$ cat src/core/sched_defines.svh
// Timing and sizing constants of the superframe scheduler.
`ifndef SCHED_DEFINES_SVH
`define SCHED_DEFINES_SVH

`define SLOTS_PER_SF 9'h100
`define MCLK_PERIOD_NS 50
`define SLOT_TIME_NS 256000
`define SLOT_CYCLES (`SLOT_TIME_NS / `MCLK_PERIOD_NS)
`define ACK_WAIT_NS 20000
`define ACK_CYCLES ((`ACK_WAIT_NS + `MCLK_PERIOD_NS - 1) / `MCLK_PERIOD_NS)
`define MAX_RETRY 4'h3
`define MIN_BP_SLOTS 8'h01

`endif

$ cat src/core/sched_pkg.sv
// Types shared by the superframe scheduler modules.
package sched_pkg;

  typedef enum logic [1:0] {
    ROLE_MASTER,
    ROLE_SLAVE,
    ROLE_PEER
  } role_t;

  typedef enum logic [1:0] {
    ST_OFF,
    ST_SCAN,
    ST_RUN
  } ctl_state_t;

  typedef enum logic [1:0] {
    PER_BEACON,
    PER_SIGNAL,
    PER_DATA,
    PER_CONTENTION
  } period_t;

  typedef enum logic [1:0] {
    ACK_NONE,
    ACK_IMM,
    ACK_BLK
  } ack_pol_t;

endpackage

$ cat src/core/sf_scheduler.sv
// Superframe scheduler: channel start-up, periods, access gating, labels and acks.
//
// Operation
// [RQ1] A superframe holds 256 slots of the configured slot length.
// [RQ2] Every superframe opens with a beacon period of at least one slot.
// [RQ3] Beacon period, then data transfer period, then contention signalling window.
// [RQ4] Master-slave mode may add a signalling window after beacons; peers never.
// [RQ5] Beacon period length follows the count of regular beaconing devices.
// [RQ6] All devices on one channel share one superframe structure, merging differing ones.
// [RQ7] With a clear empty channel, a master or peer starts its own beacon period.
// [RQ8] Detected beacons make the device align its beacon period to them.
// [RQ9] Data is exchanged on the channel chosen for beaconing.
// [RQ10] An enabled slave scans channels for a master beacon, then joins it.
// [RQ11] Masters and peers beacon by default; slaves only when promoted.
// [RQ12] A slave can beacon regularly once the master promotes it.
// [RQ13] Awake through beacon period and contention window; data period may sleep.
// [RQ14] Only beacons are sent in own or neighbour beacon periods.
// [RQ15] A foreign unaligned beacon period is recorded and announced for protection.
// [RQ16] Nothing is transmitted in a scheduled quiet period.
// [RQ17] During a reservation only its participants transmit.
// [RQ18] Elsewhere frames may use prioritized contention access.
// [RQ19] Fragments carry the data unit sequence number and a fragment number.
// [RQ20] Immediate policy acknowledges each received frame at once.
// [RQ21] Block policy acknowledges a group only when the source asks.
// [RQ22] A missing acknowledgement leads to a retransmission or a discard.
// [RQ23] The slot counter advances per slot and wraps to zero.
`timescale 1ns/1ps
`include "sched_defines.svh"

module sf_scheduler #(
  parameter int SLOT_CYCLES = `SLOT_CYCLES
) (
  input wire logic mclk,
  input wire logic rst,
  input wire logic ce,
  input wire logic enable,
  input sched_pkg::role_t role,
  input wire logic promote,
  input wire logic merge_en,
  input wire logic [5:0] first_chan,
  input wire logic [5:0] last_chan,
  input wire logic [7:0] beacon_devices,
  input wire logic [7:0] own_beacon_slot,
  input wire logic rsw_en,
  input wire logic [7:0] rsw_len,
  input wire logic [7:0] csw_len,
  input wire logic quiet_en,
  input wire logic [7:0] quiet_start,
  input wire logic [7:0] quiet_len,
  input wire logic resv_active,
  input wire logic resv_member,
  input wire logic data_awake_req,
  input wire logic phy_beacon,
  input wire logic phy_master,
  input wire logic phy_aligned,
  input wire logic phy_incumbent,
  input wire logic frag_sent,
  input wire logic frag_last,
  input wire logic tx_frame_done,
  input sched_pkg::ack_pol_t tx_ack_pol,
  input wire logic tx_blk_req,
  input wire logic tx_no_retry,
  input wire logic rx_ack,
  input wire logic rx_frame_ok,
  input sched_pkg::ack_pol_t rx_ack_pol,
  input wire logic rx_blk_req,
  output logic operating,
  output logic [5:0] channel,
  output logic beaconing,
  output logic [7:0] slot_index,
  output logic sf_start,
  output sched_pkg::period_t period,
  output logic awake,
  output logic tx_beacon,
  output logic tx_contention,
  output logic tx_reserved,
  output logic alien_announce,
  output logic [7:0] alien_slot,
  output logic [11:0] seq_num,
  output logic [3:0] frag_num,
  output logic send_imm_ack,
  output logic send_blk_ack,
  output logic ack_wait,
  output logic retransmit,
  output logic discard
);

  localparam logic [8:0] ACK_LAST = 9'(`ACK_CYCLES - 1);

  typedef struct packed {
    sched_pkg::ctl_state_t st;
    logic [3:0] sy1;
    logic [3:0] sy2;
    logic bcn_d;
    logic align;
    logic [5:0] chan;
    logic bcn_en;
    logic [7:0] bp_len;
    logic [7:0] slot;
    logic sf;
    sched_pkg::period_t per;
    logic awake;
    logic tx_bcn;
    logic tx_cont;
    logic tx_resv;
    logic alien_valid;
    logic [7:0] alien_slot;
    logic [11:0] seq;
    logic [3:0] frag;
    logic send_ack;
    logic send_back;
    logic ack_wait;
    logic [8:0] ack_cnt;
    logic [3:0] retry;
    logic retx;
    logic drop;
  } state_t;

  state_t st_reg;
  state_t st_next;
  logic [7:0] tm_slot;
  logic tm_sf;

  slot_timer #(
    .SLOT_CYCLES(SLOT_CYCLES)
  ) u_timer (
    .mclk(mclk),
    .rst(rst),
    .ce(ce),
    .run(st_reg.st != sched_pkg::ST_OFF),
    .align(st_reg.align),
    .slot_idx(tm_slot),
    .slot_tick(),
    .sf_tick(tm_sf)
  );

  ////////////////////////////////////////////////////////////////////////////

  always_comb begin
    logic bcn_new;
    logic run;
    logic quiet;
    logic alien_hit;
    logic ms_mode;
    logic [8:0] sig_end;
    logic [8:0] quiet_end;
    sched_pkg::period_t per;
    bcn_new = 1'b0;
    run = 1'b0;
    quiet = 1'b0;
    alien_hit = 1'b0;
    ms_mode = 1'b0;
    sig_end = 9'h000;
    quiet_end = 9'h000;
    per = sched_pkg::PER_DATA;

    st_next = st_reg;
    // Pin levels pass two flops; edges are taken between the second and third.
    st_next.sy1 = {phy_incumbent, phy_aligned, phy_master, phy_beacon};
    st_next.sy2 = st_reg.sy1;
    st_next.bcn_d = st_reg.sy2[0];
    st_next.align = 1'b0;
    st_next.send_ack = 1'b0;
    st_next.send_back = 1'b0;
    st_next.retx = 1'b0;
    st_next.drop = 1'b0;
    bcn_new = st_reg.sy2[0] & ~st_reg.bcn_d;

    unique case (st_reg.st)
      sched_pkg::ST_OFF: begin
        if (enable) begin
          st_next.st = sched_pkg::ST_SCAN;
          st_next.chan = first_chan;
          st_next.bcn_en = 1'b0;
          st_next.alien_valid = 1'b0;
          st_next.bp_len = `MIN_BP_SLOTS;
        end
      end
      sched_pkg::ST_SCAN: begin
        if (!enable) begin
          st_next.st = sched_pkg::ST_OFF;
        end else if (bcn_new && (role != sched_pkg::ROLE_SLAVE || st_reg.sy2[1])) begin
          // Join the beacons found here and keep this channel for data. [RQ8] [RQ9] [RQ10]
          st_next.st = sched_pkg::ST_RUN;
          st_next.align = 1'b1;
        end else if (tm_sf) begin
          if (!st_reg.sy2[3] && role != sched_pkg::ROLE_SLAVE) begin
            // A whole superframe passed with no beacon and no incumbent. [RQ7]
            st_next.st = sched_pkg::ST_RUN;
            st_next.align = 1'b1;
          end else begin
            // A slave moves on until it hears its master. [RQ10]
            st_next.chan = (st_reg.chan == last_chan) ? first_chan : st_reg.chan + 6'h01;
          end
        end
      end
      sched_pkg::ST_RUN: begin
        if (!enable) begin
          st_next.st = sched_pkg::ST_OFF;
        end else if (bcn_new && !st_reg.sy2[2]) begin
          if (merge_en) begin
            // Adopt the other network's superframe timing. [RQ6]
            st_next.align = 1'b1;
            st_next.alien_valid = 1'b0;
          end else begin
            st_next.alien_valid = 1'b1; // [RQ15]
            st_next.alien_slot = tm_slot;
          end
        end
      end
    endcase

    // Masters and peers beacon by default, a slave once promoted. [RQ11] [RQ12]
    st_next.bcn_en = (st_next.st == sched_pkg::ST_RUN) && (role != sched_pkg::ROLE_SLAVE || promote);

    // The beacon period length is taken only at a superframe start. [RQ5]
    if (tm_sf) begin
      st_next.bp_len = (beacon_devices == 8'h00) ? `MIN_BP_SLOTS : beacon_devices;
    end

    ////////////////////////////////////////////////////////////////////////////

    run = (st_reg.st == sched_pkg::ST_RUN);
    ms_mode = (role != sched_pkg::ROLE_PEER);
    sig_end = {1'b0, st_reg.bp_len} + {1'b0, rsw_len};
    quiet_end = {1'b0, quiet_start} + {1'b0, quiet_len};
    quiet = quiet_en && (tm_slot >= quiet_start) && ({1'b0, tm_slot} < quiet_end);
    alien_hit = st_reg.alien_valid && (tm_slot == st_reg.alien_slot);

    if (tm_slot < st_reg.bp_len) begin
      per = sched_pkg::PER_BEACON; // [RQ2]
    end else if (ms_mode && rsw_en && ({1'b0, tm_slot} < sig_end)) begin
      per = sched_pkg::PER_SIGNAL; // [RQ4]
    end else if ({1'b0, tm_slot} >= (`SLOTS_PER_SF - {1'b0, csw_len})) begin
      per = sched_pkg::PER_CONTENTION; // [RQ3]
    end else begin
      per = sched_pkg::PER_DATA; // [RQ3]
    end

    st_next.slot = tm_slot;
    st_next.sf = run && tm_sf;
    st_next.per = per;
    // Awake throughout a scan; while running, awake outside the data period. [RQ13]
    st_next.awake = (st_reg.st == sched_pkg::ST_SCAN) ||
                    (run && (per != sched_pkg::PER_DATA || data_awake_req));
    // Only the own beacon in the beacon period, never while quiet. [RQ14] [RQ16]
    st_next.tx_bcn = run && st_reg.bcn_en && per == sched_pkg::PER_BEACON &&
                     tm_slot == own_beacon_slot && !quiet;
    // Contention access in the data period and contention window, outside reservations. [RQ14] [RQ16] [RQ18]
    st_next.tx_cont = run && !quiet && !alien_hit && !resv_active &&
                      (per == sched_pkg::PER_DATA || per == sched_pkg::PER_CONTENTION);
    // A reservation is used only by its members. [RQ14] [RQ16] [RQ17]
    st_next.tx_resv = run && !quiet && !alien_hit && resv_active && resv_member &&
                      (per == sched_pkg::PER_DATA || per == sched_pkg::PER_SIGNAL);

    ////////////////////////////////////////////////////////////////////////////

    // Fragments share the unit's sequence number and count up from zero. [RQ19]
    if (frag_sent) begin
      if (frag_last) begin
        st_next.seq = st_reg.seq + 12'h001;
        st_next.frag = 4'h0;
      end else begin
        st_next.frag = st_reg.frag + 4'h1;
      end
    end

    if (rx_frame_ok && rx_ack_pol == sched_pkg::ACK_IMM) begin
      st_next.send_ack = 1'b1; // [RQ20]
    end
    if (rx_frame_ok && rx_ack_pol == sched_pkg::ACK_BLK && rx_blk_req) begin
      st_next.send_back = 1'b1; // [RQ21]
    end

    if (st_reg.ack_wait) begin
      if (rx_ack) begin
        st_next.ack_wait = 1'b0;
        st_next.retry = 4'h0;
      end else if (st_reg.ack_cnt == 9'h000) begin
        // Retry while attempts remain and the frame allows it, else discard. [RQ22]
        st_next.ack_wait = 1'b0;
        if (!tx_no_retry && st_reg.retry < `MAX_RETRY) begin
          st_next.retx = 1'b1;
          st_next.retry = st_reg.retry + 4'h1;
        end else begin
          st_next.drop = 1'b1;
          st_next.retry = 4'h0;
        end
      end else begin
        st_next.ack_cnt = st_reg.ack_cnt - 9'h001;
      end
    end else if (tx_frame_done && (tx_ack_pol == sched_pkg::ACK_IMM ||
                                   (tx_ack_pol == sched_pkg::ACK_BLK && tx_blk_req))) begin
      // Wait only when an acknowledgement was requested. [RQ20] [RQ21]
      st_next.ack_wait = 1'b1;
      st_next.ack_cnt = ACK_LAST;
    end
  end

  always_ff @(posedge mclk) begin
    if (rst) begin
      st_reg <= '0;
    end else if (ce) begin
      st_reg <= st_next;
    end
  end

  ////////////////////////////////////////////////////////////////////////////

  assign operating = (st_reg.st == sched_pkg::ST_RUN);
  assign channel = st_reg.chan;
  assign beaconing = st_reg.bcn_en;
  assign slot_index = st_reg.slot;
  assign sf_start = st_reg.sf;
  assign period = st_reg.per;
  assign awake = st_reg.awake;
  assign tx_beacon = st_reg.tx_bcn;
  assign tx_contention = st_reg.tx_cont;
  assign tx_reserved = st_reg.tx_resv;
  assign alien_announce = st_reg.alien_valid;
  assign alien_slot = st_reg.alien_slot;
  assign seq_num = st_reg.seq;
  assign frag_num = st_reg.frag;
  assign send_imm_ack = st_reg.send_ack;
  assign send_blk_ack = st_reg.send_back;
  assign ack_wait = st_reg.ack_wait;
  assign retransmit = st_reg.retx;
  assign discard = st_reg.drop;

endmodule // sf_scheduler

$ cat src/core/slot_timer.sv
// Slot timer: cycles within a slot and the slot index within a superframe.
`timescale 1ns/1ps
`include "sched_defines.svh"

module slot_timer #(
  parameter int SLOT_CYCLES = `SLOT_CYCLES
) (
  input wire logic mclk,
  input wire logic rst,
  input wire logic ce,
  input wire logic run,
  input wire logic align,
  output logic [7:0] slot_idx,
  output logic slot_tick,
  output logic sf_tick
);

  localparam logic [19:0] LAST_CYC = 20'(SLOT_CYCLES - 1);

  typedef struct packed {
    logic [19:0] cyc;
    logic [7:0] slot;
    logic tick;
    logic sf;
  } tmr_t;

  tmr_t tmr_reg;
  tmr_t tmr_next;

  always_comb begin
    tmr_next = tmr_reg;
    tmr_next.tick = 1'b0;
    tmr_next.sf = 1'b0;
    if (!run) begin
      tmr_next = '0;
    end else if (align) begin
      tmr_next.cyc = 20'h00000;
      tmr_next.slot = 8'h00;
      tmr_next.tick = 1'b1;
      tmr_next.sf = 1'b1;
    end else if (tmr_reg.cyc == LAST_CYC) begin
      // The slot index wraps from the last slot back to zero. [RQ1] [RQ23]
      tmr_next.cyc = 20'h00000;
      tmr_next.slot = tmr_reg.slot + 8'h01;
      tmr_next.tick = 1'b1;
      tmr_next.sf = (tmr_reg.slot == 8'hFF);
    end else begin
      tmr_next.cyc = tmr_reg.cyc + 20'h00001;
    end
  end

  always_ff @(posedge mclk) begin
    if (rst) begin
      tmr_reg <= '0;
    end else if (ce) begin
      tmr_reg <= tmr_next;
    end
  end

  assign slot_idx = tmr_reg.slot;
  assign slot_tick = tmr_reg.tick;
  assign sf_tick = tmr_reg.sf;

endmodule // slot_timer

$ cat config.mk
export PLATFORM = sky130hd
export DESIGN_NAME = sf_scheduler
export DESIGN_NICKNAME = d
export VERILOG_FILES = /design/src/core/sched_pkg.sv /design/src/core/sf_scheduler.sv /design/src/core/slot_timer.sv
export VERILOG_INCLUDE_DIRS = /design/src /design/src/core
export SDC_FILE = /design/constraint.sdc
export NUM_CORES = 1
export LEC_CHECK = 0
export BUFFER_PORTS_ARGS = -buffer_cell sky130_fd_sc_hd__buf_2
export CORE_MARGIN = 1
export CORE_UTILIZATION = 51
export DETAILED_ROUTE_END_ITERATION = 8
export PLACE_DENSITY_LB_ADDON = 0.25
export SLEW_MARGIN = 10
export SYNTH_ARGS = -nofsm -noshare
export SYNTH_HDL_FRONTEND = slang
export SYNTH_SLANG_ARGS = --single-unit
export TNS_END_PERCENT = 50
$ cat constraint.sdc
create_clock -name mclk -period 2.9 [get_ports mclk]
set_clock_uncertainty 0.1 [all_clocks]
set_input_delay 0.145 -clock mclk [delete_from_list [all_inputs] [get_ports mclk]]
set_output_delay 0.145 -clock mclk [all_outputs]
set_load 0.05 [all_outputs]
* Word-level counts from Yosys, hierarchy flattened
Cells that the tools add are included.
Word-level totals: input port bits 89, register bits 114, output and inout port bits 53, ROM bits 0, latch bits 0, memories 0, RAM bits 0, word-level logic and storage cells 189
Cells by class: div/mod/pow operators 0, magnitude comparators 6, bitwise operators 3, reduce and logical (&&, ||, !) cells 61, $add $sub $neg 10, mux-type cells 52, multipliers 0, equal/unequal tests 28, shifts and indexed selects 0
Operators by type and width (count):
- $mux W30 | 2
- $mux W9 | 4
- $mux W8 | 4
- $mux W10 | 3
- $logic_and A1 B1 Y1 | 28
- $mux W6 | 4
- $add A20 B1 Y20 const B | 1
- $eq A20 B13 Y1 const B | 1
- $mux W2 | 10
- $mux W20 | 1
- $add A8 B8 Y9 | 2
- $lt A8 B9 Y1 | 2
- $ne A2 B2 Y1 const B | 9
- $eq A8 B8 Y1 | 2
- $mux W15 | 1
- $mux W1 | 14
- $mux W7 | 2
- $reduce_bool A2 Y1 | 7
- $add A12 B1 Y12 const B | 1
- $eq A2 B2 Y1 const B | 6
- $mux W4 | 3
- $pmux W6 S2 | 1
- $reduce_and A5 Y1 | 2
- $ge A8 B9 Y1 | 1
- other kinds (26) | 49

* Logic depth before layout (Yosys ltp)
Gate-level depths: netlist of run 1.
depth after elaboration 9, depth in mapped cells 19

* Cells and area by module
From an unflattened synthesis of run 1, not the netlist that was laid out.
Second synthesis, totals: cells, all modules 871, area total of the unflattened synthesis 7375.8 um2
By module, submodules not included:
- sf_scheduler | times used 1, cells each 682, area each 5801.8 um2
- slot_timer | times used 1, cells each 189, area each 1574.0 um2

* Worst setup path before layout of run 1
OpenSTA, ideal clock, no wires.
path type register to register, start register st_reg[58] (netlist name), end register st_reg, in the netlist tx_beacon, path buffers 0, path slack -149 ps, cell stages (with the launch flop) 20, data arrival time 2878 ps, library setup time 70 ps, cell sequence dfxtp_1 -> ha_1 -> inv_1 -> fa_1 -> nor2b_1 -> o31ai_1 -> a21oi_1 -> xnor2_1 -> ha_1 -> o21ai_0 -> nand2_1 -> o211ai_1 -> a211oi_2 -> nand2_1 -> nand2_1 -> ha_1 -> nand4_1 -> nor4_1 -> o21ai_0 -> a21oi_1
On the way: cells in the longest elaborated chain, start to end 9, elaborated cells on any way between the ends 10, those cells by class add/sub: 1; order compare: 2; mux: 2; reduce/logical: 5
RTL lines:
- from (decl) | line sf_scheduler.sv:119 | state_t st_reg;
- from (signal assigned) | line sf_scheduler.sv:304 | st_reg <= st_next;
- $add A8 B8 Y9 | line sf_scheduler.sv:225 | sig_end = {1'b0, st_reg.bp_len} + {1'b0, rsw_len};
- $lt A8 B9 Y1 | line sf_scheduler.sv:232 | end else if (ms_mode && rsw_en && ({1'b0, tm_slot} < sig_end)) begin
- $logic_and A1 B1 Y1 | line sf_scheduler.sv:232
- $mux W2 | line sf_scheduler.sv:232
- $mux W2 * | line sf_scheduler.sv:230 | if (tm_slot < st_reg.bp_len) begin
- $logic_not A2 Y1 * | line sf_scheduler.sv:247 | st_next.tx_bcn = run && st_reg.bcn_en && per == sched_pkg::PER_BEACON &&
- $logic_and A1 B1 Y1 * (2 in series) | line sf_scheduler.sv:247
- $logic_and A1 B1 Y1 * | line sf_scheduler.sv:248 | tm_slot == own_beacon_slot && !quiet;
Every way passes the cells marked *; elsewhere a longest branch is shown, timed or not. A chain may end at the register's enable or synchronous reset.

* Worst setup path after layout of run 1
start register st_reg[59] (netlist name), end register st_reg, in the netlist tx_beacon
Same word-level chain as after synthesis.

==> impl_results.md, run 1 <==
* TritonCTS Buffers at 17
* Metal-1 WL at 8.13 mm
* Least-Margin Pin Slew at 569 ps
* XOR/XNOR Fraction of Synth Area at 8.89%
* DR pass1 iterations at 7
* Root buf cell: clkbuf_16
* DRT iter0 DRCs at 394
* Sequential share of the synthesized area at 31.7%
* Number of synthesized flops with an enable pin at 0
* Synth-to-Final Area Change at 25.0%
* Pin count of the biggest net entering global routing at 30
* WHS at 28.9 ps
* Slew headroom at 61.6%
* Initial core utilization at 52.0%
* Crit start category: flop
* Max IR drop VDD at 0.000416 V
* Core box area at 13800 µm²
* Worst-Skew Late Latency at 410 ps
* Synthesis-stage register bit count at 114
* GRT overflow at 0
* Top FF cell, synth: dfxtp_1
* Chip Height at 121 µm
* FF+latch area at 2280 µm²
* R2R Setup Slk at -220 ps
* DP HPWL at 13.0 mm
* Endpoints failing setup at 3
* Vias in the first global route at 6150
* Rows at 43
* Clk buf depth at 2
* Final RePlAce weighted congestion at 0.852
* Port bufs at 141
* Hold path startpoint: rx_blk_req
* Simple-Gate Fraction of Synth Area at 19.8%
* Routed met3 length at 1.04 mm
* CTS sink count at 114
* CTS clk-pin slew, worst paths at 60 ps
* Via/cell ratio at 5.43
* Yosys warnings at 0
* Reg-to-Reg Start: st_reg[59]
* Status: complete, but fails checks
* # DRC at 0
* Failing checks: setup timing
* Max FFs per register at 28
* Hold Fails Final Rpt at 0
* Period utilization at 107%
* Crit end category: flop
* CP required at 3140 ps
* GRT Total Usage at 24.8%
* Adder-Cell Fraction of Synth Area at 12.0%
* PD cells at 465 nW/µm²
* Wire per inst at 14.7 µm
* Die ar. at 14600 µm²
* Post-synthesis cell count at 861
* Period minus WS final at 3120 ps
* Reg2Reg Depth at 18
* Highest routed layer: met4
* Worst hold-check path type: primary input to flop
* Drt total wl at 17.9 mm
* First-pass GRT wire length at 28.6 mm
* Max Cap Viol at 0
* Filler cells at 1192
* Mean Syn Cell Area at 8.35 µm²
* CP arrival at 3360 ps
* Synth Area in Compound Gates at 14.8%
* RSZ-0062 raised after global routing: yes
* Hold Crit Depth at 5
* H-tree levels at 4
* Synth Net Count at 1018
* Final Cell Area at 8990 µm²
* Main combinational cell family by area after synthesis: simple AND/OR/NAND/NOR gates
* Routed length on met2 at 8.42 mm
* Final WS setup at -217 ps
* Asr flop ratio synth at 0%
* Top-level I/O count at 142
* Unique masters post-synth at 65
* Mapped Area at 7190 µm²
* Slew Limit Fails at 0
* Multi-input logic area at 4410 µm²
* Nets@finish at 1179
* DP Area at 8060 µm²
* FF-to-FF End: tx_beacon
* Crit path kind: flop to flop
* Worst-path fanout max at 3
* Antenna diode count at 0
* Fmax at 321 MHz
* Share of layout cells above drive strength 1 at 24.8%
* Post-synthesis mux area share at 4.21%
* CTS tree: yes
* Vias at 6599
* Final ANT Viol Nets at 0
* Leak Pwr at 4.07 nW
* Initial antenna violation count at 0
* Hold Path End: send_blk_ack
* Die X at 121 µm
==> worst max path at each step <==
stage,start,endpoint,slack [ps],cells after the start
after floorplan,st_reg[58],tx_beacon,-110,19
after global placement,st_reg[59],awake,-210,19
after detailed placement,st_reg[58],tx_beacon,-330,19
after CTS,st_reg[58],tx_beacon,-280,19
after global routing,st_reg[58],tx_beacon,-480,19
final,st_reg[59],tx_beacon,-220,18
==> synthesized netlist by cell type (19+ instances only) <==
master	count	share of area, %
o21ai_0	36	2.5
ha_1	66	11
xnor2_1	27	3.3
mux2i_1	28	3.9
clkbuf_1	19	0.99
nand2_1	60	3.1
buf_4	41	4.3
a21oi_1	53	3.7
nor2_1	103	5.4
dfxtp_1	114	32
xor2_1	46	5.6
inv_1	46	2.4
==> worst max-delay path: stages (launching register included) <==
cell	delay, ps
dfxtp_2	330
ha_4	250
a21o_1	120
a21oi_2	60
buf_4	130
buf_4	120
xor2_1	140
ha_1	270
o21a_1	110
o21ai_0	70
o2111a_1	240
a211oi_2	270
nand2_1	100
nand2_2	120
ha_4	130
nand4_1	100
nor4_2	150
o21ai_1	90
a21oi_1	140
==> power breakdown <==
| part | leakage, nW | internal [W] | switching [W] |
|---|---|---|---|
| clock | 0.271 | 0.00122 | 0.000740 |
| combinational | 2.87 | 0.000263 | 0.000336 |
| sequential | 0.923 | 0.00160 | 0.0000287 |
==> kinds of logic (layout without fill, tap and decap cells) <==
| group | Yosys count | in the layout |
|---|---|---|
| flip-flops | 114 | 114 |
| AO/OA/AOI/OAI | 169 | 169 |
| multiplexers | 30 | 30 |
| XOR/XNOR | 73 | 73 |
| buffers and inverters | 119 | 293 |
| AND/OR/NAND/NOR | 288 | 288 |
| adder cells (fa/ha/maj) | 68 | 68 |
==> final cells by class <==
type	count	area share [%]
timing repair buffer	214	14.8
multi-input combinational	628	49.0
inverter	47	1.96
clock buffer	19	5.04
clock inverter	13	1.24
tap	180	2.51
sequential	114	25.4
==> cells in the final DEF, fill, tap and decap left out, types with 7 or more instances in the layout <==
master,n
ha_1,61
mux2i_1,28
a22oi_1,12
and3_1,15
a21oi_1,52
o21ai_0,31
nor2_1,103
nand3_1,18
buf_2,141
buf_4,46
dlygate4sd3_1,24
dfxtp_1,112
or3_1,7
nor2b_1,7
a21o_1,8
inv_1,44
a211oi_1,8
xor2_1,46
xnor2_1,27
clkbuf_16,17
nor3_1,14
nand3b_1,7
nand2_1,58
nor4_1,9
a31oi_1,7
nand4_1,13
==> stage by stage <==
stage	power [W]	TNS (ps)	setup slack (ps)	cells	utilization, %
after floorplan	0.00202	-107	-107	861	-
after global placement	0.00219	-618	-207	1155	58.3
after detailed placement	0.00220	-1000	-332	1155	58.3
after CTS	0.00419	-586	-278	1214	64.6
after global routing	0.00435	-1410	-483	1215	65.0
final	0.00418	-508	-217	1215	65.0
==> routing by layer <==
metal  GRT usage, %  vias up
li1               -     3315
met1           32.0     3039
met2           41.1      221
met3           5.14       24
met4           8.33        0
met5              0        -
==> what timing repair did <==
item	in CTS	in global routing
pin swaps	15	4
resized for setup	13	12
endpoints found under the hold margin	23	0
hold buffers	24	0
setup buffers	3	1
setup endpoints to repair	3	5
Power figures use the tool's default switching activity.
==> run 2: changes to the inputs <==
--- a/config.mk
+++ b/config.mk
@@ -6,6 +6,7 @@
 export SDC_FILE = /design/constraint.sdc
 export NUM_CORES = 1
 export LEC_CHECK = 0
+export ABC_AREA = 1
 export BUFFER_PORTS_ARGS = -buffer_cell sky130_fd_sc_hd__buf_2
 export CORE_MARGIN = 1
 export CORE_UTILIZATION = 51
==> run 2 against run 1 <==
  * Synthesized area grew 2.7%
  * Sequential share of layout area down 0.20 points
  * Die area grew 2.7%
  * Critical path type unchanged
  * The run still ends with setup timing left
==> impl_results.md, run 2 <==
* Status: complete, but fails checks
* Failing checks: setup timing
* Asr flop ratio synth at 0% (unchanged)
* Final ANT Viol Nets at 0 (unchanged)
* Initial antenna violation count at 0 (unchanged)
* Synth-to-Final Area Change at 22.7%
* GRT overflow at 0 (unchanged)
* Chip Height at 122 µm (+1.3%)
* Share of layout cells above drive strength 1 at 21.6% (-3.3 points)
* Final RePlAce weighted congestion at 0.922 (+8.2%)
* Yosys warnings at 0 (unchanged)
* Max IR drop VDD at 0.000524 V (+26%)
* Area contributors post-synth: dfxtp_1 (31%), ha_1 (11%), nand2_1 (7.3%)
* Mean Syn Cell Area at 7.30 µm² (-13%)
* NetSw at 0.00118 W (+6.5%)
* Top FF cell, synth: dfxtp_1
* Cell taking the most area after synthesis: dfxtp_1
* Leak Pwr at 4.25 nW (+4.6%)
* Max Cap Viol at 0 (unchanged)
* Wire per inst at 13.7 µm (-7.2%)
* CTS sink count at 114 (unchanged)
* Endpoints failing setup at 3 (unchanged)
* Crit path kind: flop to flop
* Synth Net Count at 1169 (+15%)
* DRT iter0 DRCs at 440 (+12%)
* Unique masters post-synth at 52 (-20%)
* Mapped Area at 7380 µm² (+2.7%)
* Fmax at 312 MHz (-2.8%)
* Number of synthesized flops with an enable pin at 0 (unchanged)
* Worst-Skew Late Latency at 410 ps (about the same)
* Most instantiated cells after synthesis: nand2_1 (143), inv_1 (118), dfxtp_1 (114)
* CTS tree: yes
* Least-Margin Pin Slew at 787 ps (+217 ps)
* DR pass1 iterations at 5 (-2)
* Max FFs per register at 28 (unchanged)
* GR met3 Demand/Resource at 5.30% (+0.16 points)
* Nets@finish at 1318 (+12%)
* Period utilization at 111% (+3.1 points)
* TritonCTS Buffers at 17 (unchanged)
* Die ar. at 15000 µm² (+2.7%)
* Crit end category: flop
* CP arrival at 3450 ps (+90 ps)
* Drt total wl at 18.5 mm (+3.3%)
* Slew headroom at 47.5% (-14 points)
* Pin count of the biggest net entering global routing at 56 (+87%)
* # DRC at 0 (unchanged)
* Root buf cell: clkbuf_16
* CTS clk-pin slew, worst paths at 50 ps (about the same)
* Most common cell in the netlist: nand2_1
* Via/cell ratio at 5.25 (-3.3%)
* Port bufs at 141 (unchanged)
* Crit start category: flop
* First-pass GRT wire length at 30.1 mm (+5.1%)
* RSZ-0062 raised after global routing: yes
* Clk buf depth at 2 (unchanged)
* Share of the synthesized area in the top cell type at 30.9% (-0.83 points)
* Core box area at 14000 µm² (+1.2%)
* Multi-input logic area at 4240 µm² (-3.8%)
* Vias in the first global route at 6601 (+7.3%)
* Met2 usage at 43.0% (+1.9 points)
* Sequential share of the synthesized area at 30.9% (-0.83 points)
* Synthesis-stage register bit count at 114 (unchanged)
* Worst-path fanout max at 3 (unchanged)
* Grt met1 use at 31.9% (-0.10 points)
* GRT Total Usage at 25.4% (+0.60 points)
* Comb pwr share at 14.9% (+0.6 points)
* Setup TNS at -742 ps (-233 ps)
* Antenna diode count at 0 (unchanged)
* Worst hold-check path type: primary input to flop
* Sequential share of power at 35.9% (-3.0 points)
* Place WS at -353 ps (-21.6 ps)
* Commonest non-fill, non-tap cell in the layout: nand2_1
* FF+latch area at 2280 µm² (about the same)
* Die X at 122 µm (+1.3%)
* Top-level I/O count at 142 (unchanged)
* Vias at 7107 (+7.7%)
* PD cells at 509 nW/µm² (+9.5%)
* Net Sw Frac at 25.5% (-0.91 points)
* Most frequent cells in the layout: nand2_1 (142), buf_2 (141), inv_1 (117)
* Final core occ at 64.7% (-0.27 points)
* CP required at 3140 ps (about the same)
* WHS at 24.1 ps (-4.78 ps)
* Filler cells at 1231 (+3.3%)
* Slew Limit Fails at 0 (unchanged)
* DP HPWL at 13.6 mm (+4.3%)
* Post-synthesis cell count at 1012 (+18%)
* Hold Fails Final Rpt at 0 (unchanged)
* Initial core utilization at 52.8% (+0.79 points)
* Rows at 43 (unchanged)
* Busiest grt layer: met2
* Clock share of power at 49.2% (+2.4 points)
* Pint at 0.00343 W (+12%)
* Period minus WS final at 3210 ps (+90.9 ps)
* H-tree levels at 4 (unchanged)
* Final WS setup at -308 ps (-90.9 ps)
run 2: cell types whose count changed after synthesis, moves of 8 or more:
cell / before / now
inv_1: 46 / 118
nand2_1: 60 / 143
nand3_1: 18 / 41
and3_1: 15 / 4
mux2i_1: 28 / 0
xnor2_1: 27 / 11
a21oi_1: 53 / 106
inv_2: 0 / 8
nor2b_1: 9 / 0
nor3_1: 14 / 27
o21ai_0: 36 / 69
xor2_1: 46 / 31
a22oi_1: 12 / 1
run 2: path summary, 6_finish.rpt:
kind / start / to / slack, ps / depth (start not counted)
max: st_reg[58] / tx_reserved / -310 / 21
min: rst / st_reg[60] / 20 / 2
max reg2reg: st_reg[58] / tx_reserved / -310 / 21
min reg2reg: st_reg[5] / st_reg[5] / 340 / 2
run 2: repair_timing:
item,CTS,global route
pin swaps,7,2
hold endpoints to repair,27,0
hold buffers,26,0
setup buffers,0,0
resized for setup,6,8
setup endpoints to repair,3,5
run 2: area by class of cell:
cell class	count	area share (%)
repair buffers	194	12.9
flip-flops and latches	114	25.2
well taps	180	2.49
clock inverters	10	2.00
clock buffers	21	5.08
inverters	131	5.53
multi-input cells	703	46.8
run 2: critical path, stage by stage (launching register included):
cell and delay [ps]:
dfxtp_2 340, ha_4 130, inv_2 30, fa_2 330, nand3b_1 180, nand2_2 90
a21oi_2 50, o21ai_1 160, xnor2_1 140, ha_1 260, a21o_1 160, nand4_1 80
nand2_1 50, nor2_1 110, nand3_2 100, o21ai_2 70, nand2_1 80, ha_1 280
nand2_1 60, nor2_1 90, nand4_1 120, a21oi_1 140
run 2: per-layer routing:
layer / wire length (µm) / part of all wire, %
met5: 0 / 0
met4: 300 / 1.6
met3: 888 / 4.8
met2: 8890 / 48
met1: 8420 / 45
run 2: power by group through the flow:
stage / Combinational [W] / Sequential, W / Clock, W
after global routing: 0.000768 / 0.00166 / 0.00237
after CTS: 0.000685 / 0.00165 / 0.00230
final: 0.000689 / 0.00165 / 0.00227
after detailed placement: 0.000651 / 0.00168 / 0
after global placement: 0.000641 / 0.00168 / 0
after floorplan: 0.000483 / 0.00169 / 0
run 2: cells by family (layout without fill, tap and decap cells):
kind of cell / count (synthesis) / after routing / share of synthesized area [%]
xor+xnor: 42 / 42 / 4.98
simple gates: 370 / 370 / 23.2
flops: 114 / 114 / 30.9
compound gates: 223 / 223 / 16.7
fa+ha+maj: 68 / 68 / 11.7
buf+inv: 195 / 356 / 12.5
run 2: through the flow:
stage               area, µm²  power (W)  cells
floorplan                7390    0.00217   1012
global placement         8100    0.00233   1296
detailed placement       8100    0.00234   1296
CTS                      9020    0.00464   1353
global route             9060    0.00480   1353
finish                   9060    0.00461   1353
==> run 3: changes to the inputs <==
--- a/config.mk
+++ b/config.mk
@@ -9,11 +9,10 @@
 export ABC_AREA = 1
 export BUFFER_PORTS_ARGS = -buffer_cell sky130_fd_sc_hd__buf_2
 export CORE_MARGIN = 1
-export CORE_UTILIZATION = 51
+export CORE_UTILIZATION = 50
 export DETAILED_ROUTE_END_ITERATION = 8
 export PLACE_DENSITY_LB_ADDON = 0.25
 export SLEW_MARGIN = 10
 export SYNTH_ARGS = -nofsm -noshare
 export SYNTH_HDL_FRONTEND = slang
 export SYNTH_SLANG_ARGS = --single-unit
-export TNS_END_PERCENT = 50
==> run 3 against run 2 <==
  * Count of clock-buffer cells in the layout shrank 1
  * Routed wire length is 1.9% lower
  * Clock power down 9.3%
  * Critical path depth stayed put
  * Power fell by 4.5%
  * Combinational power barely moved
  * Non-clock buffer count is 1 higher
  * The run still ends with setup timing left
  * Sequential share of layout area is 0.12 points higher
  * Global-route usage down 0.77 points
  * Core utilization decreased by 2.5 points
  * Largest cell class unchanged
  * Worst setup slack got worse by 64 ps
==> impl_results.md, run 3 (synthesis gave the netlist of run 2 again) <==
* Period minus WS final at 3270 ps (+63.9 ps)
* Via/cell ratio at 5.15 (-2.0%)
* Nets@finish at 1319 (+0.076%)
* Sequential share of power at 37.5% (+1.6 points)
* Rows at 44 (+2.3%)
* # DRC at 0 (unchanged)
* CP arrival at 3520 ps (+70 ps)
* CTS clk-pin slew, worst paths at 50 ps (about the same)
* Die ar. at 15300 µm² (+2.0%)
* Clock share of power at 46.8% (-2.4 points)
* Vias at 6999 (-1.5%)
* Pint at 0.00318 W (-7.4%)
* Vias in the first global route at 6196 (-6.1%)
* Non-Filler Instances at 1359 (+0.44%)
* First-pass GRT wire length at 29.0 mm (-3.7%)
* Max IR drop VDD at 0.000459 V (-12%)
* GRT overflow at 0 (unchanged)
* Crit end category: flop
* Slew headroom at 46.5% (-0.96 points)
* Worst-Skew Late Latency at 420 ps (about the same)
* WHS at 29.8 ps (+5.69 ps)
* Final WS setup at -372 ps (-63.9 ps)
* Share of layout cells above drive strength 1 at 21.5% (-0.037 points)
* Fmax at 306 MHz (-2.0%)
* Most frequent cells in the layout: nand2_1 (143), buf_2 (141), inv_1 (117)
* DRT iter0 DRCs at 466 (+5.9%)
* Least-Margin Pin Slew at 801 ps (+14.4 ps)
* Worst-path fanout max at 2 (-1)
* Hold Fails Final Rpt at 0 (unchanged)
* Final RePlAce weighted congestion at 0.895 (-3.0%)
* Initial core utilization at 51.0% (-1.8 points)
* Commonest non-fill, non-tap cell in the layout: nand2_1
* Antenna diode count at 0 (unchanged)
* Top-level I/O count at 142 (unchanged)
* PD cells at 488 nW/µm² (-4.1%)
* CP required at 3150 ps (about the same)
* Status: complete, but fails checks
* Final Cell Area at 9020 µm² (-0.46%)
* Endpoints failing setup at 3 (unchanged)
* CTS tree: yes
* DP Cell Count at 1297 (+0.077%)
* H-tree levels at 4 (unchanged)
* Core box area at 14500 µm² (+3.5%)
* Wire per inst at 13.3 µm (-2.4%)
* Filler cells at 1343 (+9.1%)
* NetSw at 0.00122 W (+3.9%)
* Clk buf depth at 2 (unchanged)
* RSZ-0062 raised after global routing: yes
* GRT Total Usage at 24.6% (-0.77 points)
* Failing checks: setup timing
* Drt total wl at 18.1 mm (-1.9%)
* Crit path kind: flop to flop
* Comb pwr share at 15.7% (+0.8 points)
* Die X at 124 µm (+0.98%)
* Synth-to-Final Area Change at 22.1%
* TritonCTS Buffers at 17 (unchanged)
* Setup TNS at -914 ps (-172 ps)
* DP Area at 8100 µm² (about the same)
* Max FFs per register at 28 (unchanged)
* Leak Pwr at 4.22 nW (-0.76%)
* Root buf cell: clkbuf_16
* Crit start category: flop
* DR pass1 iterations at 5 (unchanged)
* CTS sink count at 114 (unchanged)
* Max Cap Viol at 0 (unchanged)
* Final core occ at 62.3% (-2.5 points)
* Initial antenna violation count at 0 (unchanged)
* DP HPWL at 13.6 mm (-0.24%)
* Period utilization at 113% (+2.2 points)
* Slew Limit Fails at 0 (unchanged)
* Net Sw Frac at 27.8% (+2.2 points)
* Port bufs at 141 (unchanged)
* Chip Height at 124 µm (+0.98%)
* Pin count of the biggest net entering global routing at 52 (-7.1%)
* Worst hold-check path type: primary input to flop
* Final ANT Viol Nets at 0 (unchanged)
[run 3: worst max-delay path: stages (launching register included)]
cell and delay [ps]:
dfxtp_2 340, ha_4 140, inv_2 40, fa_2 330
nand3b_1 160, nand2_1 100, a21oi_1 70, o21ai_1 160
xnor2_1 140, ha_1 270, a21o_1 170, nand4_1 80
nand2_1 60, nor2_2 100, nand3_2 70, o21ai_1 80
nand2_1 80, ha_1 280, nand2_1 60, nor2_2 90
nand4_1 140, a21oi_2 150
[run 3: final timing paths]
check / from / end / slack (ps) / depth (start not counted)
worst min register to register: st_reg[5] / st_reg[5] / 360 / 2
worst max-delay path: st_reg[58] / tx_reserved / -370 / 21
worst min-delay path: beacon_devices[0] / st_reg[58] / 30 / 3
worst max register to register: st_reg[58] / tx_reserved / -370 / 21
[run 3: power groups by stage]
stage          clock network, W  registers [W]  logic [W]
2_1_floorplan                 0        0.00169   0.000485
3_3_place_gp                  0        0.00168   0.000642
3_5_place_dp                  0        0.00168   0.000650
4_1_cts                 0.00209        0.00165   0.000686
5_1_grt                 0.00217        0.00166   0.000771
6_report                0.00206        0.00165   0.000691
[run 3: metrics by stage]
stage | setup slack (ps) | power (W)
after global placement | -197 | 0.00233
after global routing | -653 | 0.00460
after detailed placement | -302 | 0.00234
after floorplan | -142 | 0.00217
after CTS | -341 | 0.00443
final | -372 | 0.00440
[run 3: metal layers]
metal	global-route usage, %	wire length (µm)
met5	0	0
met1	31.1	8220
met2	41.1	8720
met3	5.72	916
met4	8.21	272
[run 3: area by class of cell]
type / count / area (µm²) / area share [%]
Timing Repair Buffer: 195 / 1180 / 13.1
Clock inverter: 12 / 134 / 1.48
Tap cell: 184 / 230 / 2.55
Inverter: 131 / 500 / 5.55
Clock buffer: 20 / 457 / 5.07
Sequential cell: 114 / 2280 / 25.3
Multi-Input combinational cell: 703 / 4230 / 46.9
[run 3: timing repair]
action	4_1_cts	5_1_grt
endpoints found under the setup margin	3	6
setup buffers	2	1
resized for setup	3	6
pin swaps	7	8
hold buffers	28	0
hold endpoints to repair	30	0
gates cloned	0	0
